File: config.mk
export PLATFORM = sky130hd
export DESIGN_NAME = tccs_channel
export DESIGN_NICKNAME = d
export VERILOG_FILES = /design/src/tccs_pkg.sv /design/src/tccs_channel.sv
export VERILOG_INCLUDE_DIRS = /design/src
export SDC_FILE = /design/constraint.sdc
export NUM_CORES = 1
export LEC_CHECK = 0
export BUFFER_PORTS_ARGS = -buffer_cell sky130_fd_sc_hd__clkbuf_2
export CAP_MARGIN = 20
export CORE_ASPECT_RATIO = 0.9
export CORE_MARGIN = 3
export CORE_UTILIZATION = 40
export CTS_CLUSTER_SIZE = 20
export DETAILED_ROUTE_END_ITERATION = 8
export GPL_TIMING_DRIVEN = 0
export SETUP_SLACK_MARGIN = 0.2
export SLEW_MARGIN = 5
export SYNTH_ARGS = -nofsm -noshare
export SYNTH_HDL_FRONTEND = slang
export SYNTH_SLANG_ARGS = --single-unit
export TNS_END_PERCENT = 30
File: constraint.sdc
create_clock -name CORE_CLK -period 2.95 [get_ports CORE_CLK]
set_clock_uncertainty 0.05 [all_clocks]
set_input_delay 0.885 -clock CORE_CLK [delete_from_list [all_inputs] [get_ports CORE_CLK]]
set_output_delay 0.885 -clock CORE_CLK [all_outputs]
set_load 0.01 [all_outputs]
File: src/tccs_regs.svh
// Register offsets, field positions and encodings of the timer channel compare/status block
`ifndef TCCS_REGS_SVH
`define TCCS_REGS_SVH

// ==========================================
// Register byte offsets
`define TCCS_OFF_COUNT 8'h00
`define TCCS_OFF_CMP_A 8'h04
`define TCCS_OFF_CMP_B 8'h08
`define TCCS_OFF_CMP_C 8'h0C
`define TCCS_OFF_STATUS 8'h10

// ==========================================
// Widths and reset values
`define TCCS_CNT_W 16
`define TCCS_CMP_RST 16'h0000

// ==========================================
// Status bit positions
`define TCCS_SR_OVF 0
`define TCCS_SR_LOVR 1
`define TCCS_SR_CPA 2
`define TCCS_SR_CPB 3
`define TCCS_SR_CPC 4
`define TCCS_SR_LDA 5
`define TCCS_SR_LDB 6
`define TCCS_SR_ETRG 7
`define TCCS_SR_CLK 16
`define TCCS_SR_MIRA 17
`define TCCS_SR_MIRB 18
`define TCCS_STICKY_MASK 8'hFF

// ==========================================
// Pin action encoding
`define TCCS_ACT_NONE 2'h0
`define TCCS_ACT_SET 2'h1
`define TCCS_ACT_CLR 2'h2
`define TCCS_ACT_TGL 2'h3

// ==========================================
// Mode select values
`define TCCS_MODE_CAPTURE 1'h0
`define TCCS_MODE_WAVE 1'h1

`endif

File: src/tccs_pkg.sv
// Types shared by the timer channel compare/status block
`default_nettype none

package tccs_pkg;

  // ==========================================
  // APB request from the master
  typedef struct packed {
    logic psel;
    logic penable;
    logic pwrite;
    logic [7:0] paddr;
    logic [31:0] pwdata;
  } tccs_apb_req_t;

  // ==========================================
  // One-cycle event strobes from the channel
  typedef struct packed {
    logic overflow;
    logic load_a;
    logic load_b;
    logic ext_trigger;
    logic ext_event;
    logic sw_trigger;
  } tccs_evt_t;

  // ==========================================
  // Waveform pin actions from the mode register
  typedef struct packed {
    logic [1:0] sw_trig_action_a;
    logic [1:0] sw_trig_action_b;
    logic [1:0] cmp_b_action_b;
    logic [1:0] cmp_c_action_b;
    logic [1:0] ext_event_action_b;
  } tccs_act_t;

  // ==========================================
  // Sticky status flags
  typedef struct packed {
    logic ext_trigger_flag;
    logic load_b_flag;
    logic load_a_flag;
    logic cmp_c_flag;
    logic cmp_b_flag;
    logic cmp_a_flag;
    logic load_overrun_flag;
    logic overflow_flag;
  } tccs_flags_t;

endpackage : tccs_pkg

`default_nettype wire

File: src/tccs_channel.sv
// Compare, capture and status registers with waveform pin actions of one timer channel
`timescale 1ns/10ps
`default_nettype none
`include "tccs_regs.svh"

// Notes on behaviour
// - Waveform mode: software trigger applies sw_trig_action_a to timer_io_a.
// - Waveform mode: compare_reg_b match applies cmp_b_action_b to timer_io_b.
// - Waveform mode: period_compare_reg match applies cmp_c_action_b to timer_io_b.
// - Waveform mode: external event applies ext_event_action_b to timer_io_b.
// - Waveform mode: software trigger applies sw_trig_action_b to timer_io_b.
// - Read-only count register shows live 16-bit count, upper bits zero.
// - compare_reg_a read-only in capture mode, writable in waveform mode.
// - compare_reg_b read-only in capture mode, writable in waveform, shows captures.
// - period_compare_reg readable and writable in both modes.
// - overflow_flag set on counter overflow, cleared by status read.
// - Capture only: load_overrun_flag on second load before register read.
// - Waveform only: cmp_a_flag set on compare_reg_a match, cleared by read.
// - Waveform only: cmp_b_flag set on compare_reg_b match, cleared by read.
// - cmp_c_flag set on period match in either mode, cleared by read.
// - Capture only: load_a_flag set when compare_reg_a loads, cleared by read.
// - Capture only: load_b_flag set when compare_reg_b loads, cleared by read.
// - ext_trigger_flag set on external trigger, cleared by status read.
// - Status bit 16 shows live counter clock enable, not cleared by read.
// - Bits 17, 18 mirror pin level in capture, driven level in waveform.
// - pattern_mode_sel 0 selects capture, 1 selects waveform mode.

module tccs_channel (
  // Clock and reset
  input wire logic CORE_CLK,
  input wire logic RST_N,
  // APB slave
  input wire tccs_pkg::tccs_apb_req_t APB_REQ,
  output logic PREADY,
  output logic [31:0] PRDATA,
  output logic PSLVERR,
  // Channel side
  input wire logic PATTERN_MODE_SEL,
  input wire logic [15:0] COUNT_VALUE,
  input wire logic CLOCK_RUNNING,
  input wire tccs_pkg::tccs_evt_t EVENTS,
  input wire tccs_pkg::tccs_act_t ACTIONS,
  // Compare match strobes to the channel
  output logic CMP_A_MATCH,
  output logic CMP_B_MATCH,
  output logic CMP_C_MATCH,
  // Pin timer_io_a
  input wire logic TIMER_IO_A_IN,
  output logic TIMER_IO_A_OUT,
  output logic TIMER_IO_A_OE,
  // Pin timer_io_b
  input wire logic TIMER_IO_B_IN,
  output logic TIMER_IO_B_OUT,
  output logic TIMER_IO_B_OE
);

  // ==========================================
  // Functions
  function automatic logic apply_action(input logic cur, input logic [1:0] act);
    logic res;
    res = cur;
    case (act)
      `TCCS_ACT_SET: res = 1'b1;
      `TCCS_ACT_CLR: res = 1'b0;
      `TCCS_ACT_TGL: res = ~cur;
      default: res = cur;
    endcase
    return res;
  endfunction : apply_action

  function automatic logic is_match(input logic [15:0] cnt, input logic [15:0] prev,
                                    input logic [15:0] ref_val);
    return (cnt == ref_val) && (cnt != prev);
  endfunction : is_match

  // ==========================================
  // Declarations
  logic wave;
  logic setup_ph;
  logic xfer_done;
  logic rd_done;
  logic wr_done;
  logic addr_ok;
  logic [15:0] cmp_a_r;
  logic [15:0] cmp_b_r;
  logic [15:0] cmp_c_r;
  logic [15:0] cnt_prev_r;
  logic [15:0] cmp_a_nxt;
  logic [15:0] cmp_b_nxt;
  logic unread_a_r;
  logic unread_b_r;
  tccs_pkg::tccs_flags_t flags_r;
  tccs_pkg::tccs_flags_t flags_set;
  tccs_pkg::tccs_flags_t flags_clr;
  logic [7:0] rd_sticky_r;
  logic m_a;
  logic m_b;
  logic m_c;
  logic pin_a_r;
  logic pin_b_r;
  logic pin_b_nxt;
  logic pin_a_mirror;
  logic pin_b_mirror;
  logic [31:0] status_word;
  logic [31:0] rdata_nxt;
  logic pready_r;
  logic [31:0] prdata_r;
  logic pslverr_r;
  logic cmp_a_match_r;
  logic cmp_b_match_r;
  logic cmp_c_match_r;
  logic oe_r;

  // ==========================================
  // Mode and bus phases
  assign wave = (PATTERN_MODE_SEL == `TCCS_MODE_WAVE);
  assign setup_ph = APB_REQ.psel & ~APB_REQ.penable;
  assign xfer_done = APB_REQ.psel & APB_REQ.penable & pready_r;
  assign rd_done = xfer_done & ~APB_REQ.pwrite;
  assign wr_done = xfer_done & APB_REQ.pwrite & ~pslverr_r;

  always_comb begin
    case (APB_REQ.paddr)
      `TCCS_OFF_COUNT, `TCCS_OFF_CMP_A, `TCCS_OFF_CMP_B,
      `TCCS_OFF_CMP_C, `TCCS_OFF_STATUS: addr_ok = 1'b1;
      default: addr_ok = 1'b0;
    endcase
  end

  // ==========================================
  // Compare matches
  assign m_a = is_match(COUNT_VALUE, cnt_prev_r, cmp_a_r);
  assign m_b = is_match(COUNT_VALUE, cnt_prev_r, cmp_b_r);
  assign m_c = is_match(COUNT_VALUE, cnt_prev_r, cmp_c_r);

  always_ff @(posedge CORE_CLK or negedge RST_N) begin
    if (!RST_N) begin
      cnt_prev_r <= 16'h0000;
      cmp_a_match_r <= 1'b0;
      cmp_b_match_r <= 1'b0;
      cmp_c_match_r <= 1'b0;
    end else begin
      cnt_prev_r <= COUNT_VALUE;
      cmp_a_match_r <= m_a & wave;
      cmp_b_match_r <= m_b & wave;
      cmp_c_match_r <= m_c;
    end
  end

  // ==========================================
  // Compare registers
  always_comb begin
    cmp_a_nxt = cmp_a_r;
    cmp_b_nxt = cmp_b_r;
    if (!wave && EVENTS.load_a) begin
      cmp_a_nxt = COUNT_VALUE;
    end else if (wave && wr_done && APB_REQ.paddr == `TCCS_OFF_CMP_A) begin
      cmp_a_nxt = APB_REQ.pwdata[15:0];
    end
    if (!wave && EVENTS.load_b) begin
      cmp_b_nxt = COUNT_VALUE;
    end else if (wave && wr_done && APB_REQ.paddr == `TCCS_OFF_CMP_B) begin
      cmp_b_nxt = APB_REQ.pwdata[15:0];
    end
  end

  always_ff @(posedge CORE_CLK or negedge RST_N) begin
    if (!RST_N) begin
      cmp_a_r <= `TCCS_CMP_RST;
      cmp_b_r <= `TCCS_CMP_RST;
      cmp_c_r <= `TCCS_CMP_RST;
    end else begin
      cmp_a_r <= cmp_a_nxt;
      cmp_b_r <= cmp_b_nxt;
      if (wr_done && APB_REQ.paddr == `TCCS_OFF_CMP_C) begin
        cmp_c_r <= APB_REQ.pwdata[15:0];
      end
    end
  end

  // ==========================================
  // Unread tracking for load overrun
  always_ff @(posedge CORE_CLK or negedge RST_N) begin
    if (!RST_N) begin
      unread_a_r <= 1'b0;
      unread_b_r <= 1'b0;
    end else begin
      if (!wave && EVENTS.load_a) begin
        unread_a_r <= 1'b1;
      end else if (rd_done && APB_REQ.paddr == `TCCS_OFF_CMP_A) begin
        unread_a_r <= 1'b0;
      end
      if (!wave && EVENTS.load_b) begin
        unread_b_r <= 1'b1;
      end else if (rd_done && APB_REQ.paddr == `TCCS_OFF_CMP_B) begin
        unread_b_r <= 1'b0;
      end
    end
  end

  // ==========================================
  // Sticky flags
  always_comb begin
    flags_set = '0;
    flags_set.overflow_flag = EVENTS.overflow;
    flags_set.load_overrun_flag = ~wave & ((EVENTS.load_a & unread_a_r) |
                                          (EVENTS.load_b & unread_b_r));
    flags_set.cmp_a_flag = wave & m_a;
    flags_set.cmp_b_flag = wave & m_b;
    flags_set.cmp_c_flag = m_c;
    flags_set.load_a_flag = ~wave & EVENTS.load_a;
    flags_set.load_b_flag = ~wave & EVENTS.load_b;
    flags_set.ext_trigger_flag = EVENTS.ext_trigger;
    flags_clr = '0;
    if (rd_done && APB_REQ.paddr == `TCCS_OFF_STATUS) begin
      flags_clr = tccs_pkg::tccs_flags_t'(rd_sticky_r);
    end
  end

  always_ff @(posedge CORE_CLK or negedge RST_N) begin
    if (!RST_N) begin
      flags_r <= '0;
    end else begin
      flags_r <= (flags_r & ~flags_clr) | flags_set;
    end
  end

  // ==========================================
  // Waveform pin actions
  always_comb begin
    pin_b_nxt = pin_b_r;
    if (wave) begin
      if (m_b) begin
        pin_b_nxt = apply_action(pin_b_nxt, ACTIONS.cmp_b_action_b);
      end
      if (m_c) begin
        pin_b_nxt = apply_action(pin_b_nxt, ACTIONS.cmp_c_action_b);
      end
      if (EVENTS.ext_event) begin
        pin_b_nxt = apply_action(pin_b_nxt, ACTIONS.ext_event_action_b);
      end
      if (EVENTS.sw_trigger) begin
        pin_b_nxt = apply_action(pin_b_nxt, ACTIONS.sw_trig_action_b);
      end
    end
  end

  always_ff @(posedge CORE_CLK or negedge RST_N) begin
    if (!RST_N) begin
      pin_a_r <= 1'b0;
      pin_b_r <= 1'b0;
      oe_r <= 1'b0;
    end else begin
      oe_r <= wave;
      pin_b_r <= pin_b_nxt;
      if (wave && EVENTS.sw_trigger) begin
        pin_a_r <= apply_action(pin_a_r, ACTIONS.sw_trig_action_a);
      end
    end
  end

  // ==========================================
  // Status word and read mux
  assign pin_a_mirror = wave ? pin_a_r : TIMER_IO_A_IN;
  assign pin_b_mirror = wave ? pin_b_r : TIMER_IO_B_IN;

  always_comb begin
    status_word = 32'h00000000;
    status_word[7:0] = flags_r;
    status_word[`TCCS_SR_CLK] = CLOCK_RUNNING;
    status_word[`TCCS_SR_MIRA] = pin_a_mirror;
    status_word[`TCCS_SR_MIRB] = pin_b_mirror;
    case (APB_REQ.paddr)
      `TCCS_OFF_COUNT: rdata_nxt = {16'h0000, COUNT_VALUE};
      `TCCS_OFF_CMP_A: rdata_nxt = {16'h0000, cmp_a_r};
      `TCCS_OFF_CMP_B: rdata_nxt = {16'h0000, cmp_b_r};
      `TCCS_OFF_CMP_C: rdata_nxt = {16'h0000, cmp_c_r};
      `TCCS_OFF_STATUS: rdata_nxt = status_word;
      default: rdata_nxt = 32'h00000000;
    endcase
  end

  // ==========================================
  // APB response, one wait-free access cycle
  always_ff @(posedge CORE_CLK or negedge RST_N) begin
    if (!RST_N) begin
      pready_r <= 1'b0;
      prdata_r <= 32'h00000000;
      pslverr_r <= 1'b0;
      rd_sticky_r <= 8'h00;
    end else begin
      pready_r <= setup_ph;
      pslverr_r <= setup_ph & ~addr_ok;
      if (setup_ph && !APB_REQ.pwrite) begin
        prdata_r <= rdata_nxt;
        rd_sticky_r <= rdata_nxt[7:0] & `TCCS_STICKY_MASK;
      end else if (xfer_done) begin
        prdata_r <= 32'h00000000;
        rd_sticky_r <= 8'h00;
      end
    end
  end

  // ==========================================
  // Outputs
  assign PREADY = pready_r;
  assign PRDATA = prdata_r;
  assign PSLVERR = pslverr_r;
  assign CMP_A_MATCH = cmp_a_match_r;
  assign CMP_B_MATCH = cmp_b_match_r;
  assign CMP_C_MATCH = cmp_c_match_r;
  assign TIMER_IO_A_OUT = pin_a_r;
  assign TIMER_IO_B_OUT = pin_b_r;
  assign TIMER_IO_A_OE = oe_r;
  assign TIMER_IO_B_OE = oe_r;

endmodule : tccs_channel

`default_nettype wire

==> out/qor.txt <==
CP Launch Type: input pin
Root Buffer: clkbuf_16
EDFF count, synth: 0
hold wc startpoint: PRDATA[17]
drt total wl: 15,800 um
Post-Place Worst Slack: -0.513 ns
starting density of the core: 41.5%
Slew @ Worst Pin: 0.832 ns
family with the most delay on the worst path: compound AO/OA/AOI/OAI gates
Worst setup EP type: flop
synth-to-layout area growth: 19.4%
clock latency on the worst-skew pair: 0.35 ns
Primary FF master, synth: dfrtp_1
largest net degree at the start of global routing: 102
Final Cycle Share: 92.3%
Yosys warning total: 0
register area share after synthesis: 44.9%
Post-route DRC: 0
# hold bufs at CTS: 0
leading cell type in the layout, fill and taps excluded: dfrtp_1
Arr. time, crit path: 2.91 ns
Yosys top cell area share: 44.9%
FF-to-FF Start: cmp_b_r[0]
Synth cell types: 58
Die ar.: 15,500 um2
Power per Cell Area: 497 nW/um2
r2r setup slk: 0.61 ns
CTS tree: done
Max clock buf depth: 2
max-cap viol count: 0
post-synth top area cell: dfrtp_1
WP buf/inv: 2
DRT iter0 DRCs: 383
I/O pins: 122
critical path required time: 3.13 ns
Rel. slew slack: 44.5%
share of cells above drive strength 1: 32.0%
crit path kind: input pin to flop
Post-Synthesis Cells: 525
Die W: 131 um
post-detail-place hpwl: 11,700 um
Fin. Hold Viols: 0
Vias/cell: 5.37
Inserted Diodes: 0
H-tree levels: 3
PnR worst setup slack: 0.226 ns
vias in the first global route: 4,414
gr ovfl total: 0
total track usage: 20.7%
Leakage: 3.12 nW
setup TNS: 0 ns
final setup vio count: 0
Final Wtd Congestion: 0.927
Hold Path Class: flop to flop
asr flop ratio synth: 100%
ANT nets after route: 0
Core Area: 13,600 um2
#FFs+latches synth: 101
drt pass-1 iters: 5
site row count: 40
first-pass GRT wire length: 24,600 um
via count: 4,489
crit-path cells: clkbuf_2 -> buf_4 -> xor2_1 -> nor4_4 -> nand4_2 -> o31a_1 -> a221oi_2 -> o21ai_1 -> a221o_1
Crit-path slowest cell: nor4_4
max incr delay on CP: 0.36 ns
Syn Area/Cell: 10.7 um2
clk sinks: 101
post-layout net count: 723
Syn Std Cell Area: 5630 um2
max-slew violations: 0
initial antenna violation count: 0
status: complete, no violations
Clk pin slew, worst setup/hold paths: 0.07 ns
total CTS buffers: 9
most frequent cells in the layout: 101 x dfrtp_1, 92 x clkbuf_2, 63 x xor2_1
crit path from: COUNT_VALUE[5]
peak supply drop: 0.000296 V
top post-synthesis cells by area: dfrtp_1 45%, xor2_1 9.8%, mux2_2 4.8%
IO buf count: 92
min Tclk post-route: 2.72 ns
worst-path maximum fanout: 7
fmax: 367 MHz
Vert. Die Dim: 119 um
RSZ-0062 raised after global routing: yes
routed length per placed instance: 18.9 um
## through the flow
step / std cells / hold slack [ns] / cell area (um2) / power (mW) / utilization (%)
4_1_cts: 834 / 0.437 / 6690 / 3.36 / 49.3
5_1_grt: 836 / 0.458 / 6730 / 3.48 / 49.6
6_report: 836 / 0.429 / 6730 / 3.35 / 49.6
3_3_place_gp: 818 / 0.415 / 6370 / 2.15 / 47.0
2_1_floorplan: 537 / 0.394 / 5680 / 1.94 / -
3_5_place_dp: 818 / 0.422 / 6380 / 2.17 / 47.1
## state kept, by name, indices dropped and copies added (netlist names), 7 cells and up
name	cells
cmp_a_r	16
cmp_b_r	16
cmp_c_r	16
cnt_prev_r	16
PRDATA	12
flags_r	8
rd_sticky_r	7
## final timing paths
check | to | cells past startpoint
worst max-delay path | TIMER_IO_B_OUT | 9
max in group asynchronous | PRDATA[9] | 1
worst min register to register | PRDATA[17] | 2
worst min-delay path | PRDATA[17] | 2
worst max register to register | TIMER_IO_B_OUT | 7
min in group asynchronous | PRDATA[18] | 1
## layout make-up
type	instances	area [um2]
fillers	1281	6840
multi-input cells	375	2780
flip-flops and latches	101	2530
repair buffers	94	484
plain buffers	56	390
well taps	189	236
clock buffers	10	229
clock inverters	6	62.6
inverters	5	18.8
## kinds of logic after synthesis
group                  count (synthesis)  share of synthesized area (%)
other                                  1                         0.0666
buffers and inverters                 61                           7.15
AO/OA/AOI/OAI                        100                           12.7
AND/OR/NAND/NOR                      148                           13.9
flip-flops                           101                           44.9
XOR/XNOR                              64                           10.1
multiplexers                          50                           11.3
## worst register-to-register path, stage by stage (launching register included)
cell	delay (ns)
dfrtp_1	0.40
xor2_1	0.18
nor4_4	0.38
nand4_2	0.21
o31a_1	0.29
a221oi_2	0.33
o21ai_1	0.09
a221o_1	0.28
## metal layers
metal	track usage (%)	share of wire [%]
met5	0	0
met2	31.5	47
met4	5.78	1.6
met1	29.9	45
met3	4.07	6.0
## repair_timing
item                       in CTS  in global routing
setup endpoints to repair      26                 41
pin swaps                       0                  1
setup buffers                   0                  2
gates resized for setup         3                  6
## cells in the mapped netlist, drive strengths merged, types with 4 or more instances
library cell / count
clkbuf: 11
inv: 5
nand3: 6
o21ai: 15
nor4: 16
nand4: 4
a222oi: 9
a22o: 8
a31oi: 19
mux2i: 18
a21oi: 20
buf: 45
nor3: 5
nand2: 62
nor2: 38
mux4: 8
a32o: 9
xor2: 64
dfrtp: 101
mux2: 24
a21o: 7
## report_power, final
| part | switching, mW | total [mW] | internal [mW] |
|---|---|---|---|
| registers | 0.0788 | 1.55 | 1.47 |
| logic | 0.353 | 0.609 | 0.256 |
| clock network | 0.532 | 1.19 | 0.659 |
| total | 0.964 | 3.35 | 2.38 |
No activity file was read; power rests on OpenSTA's default activity.
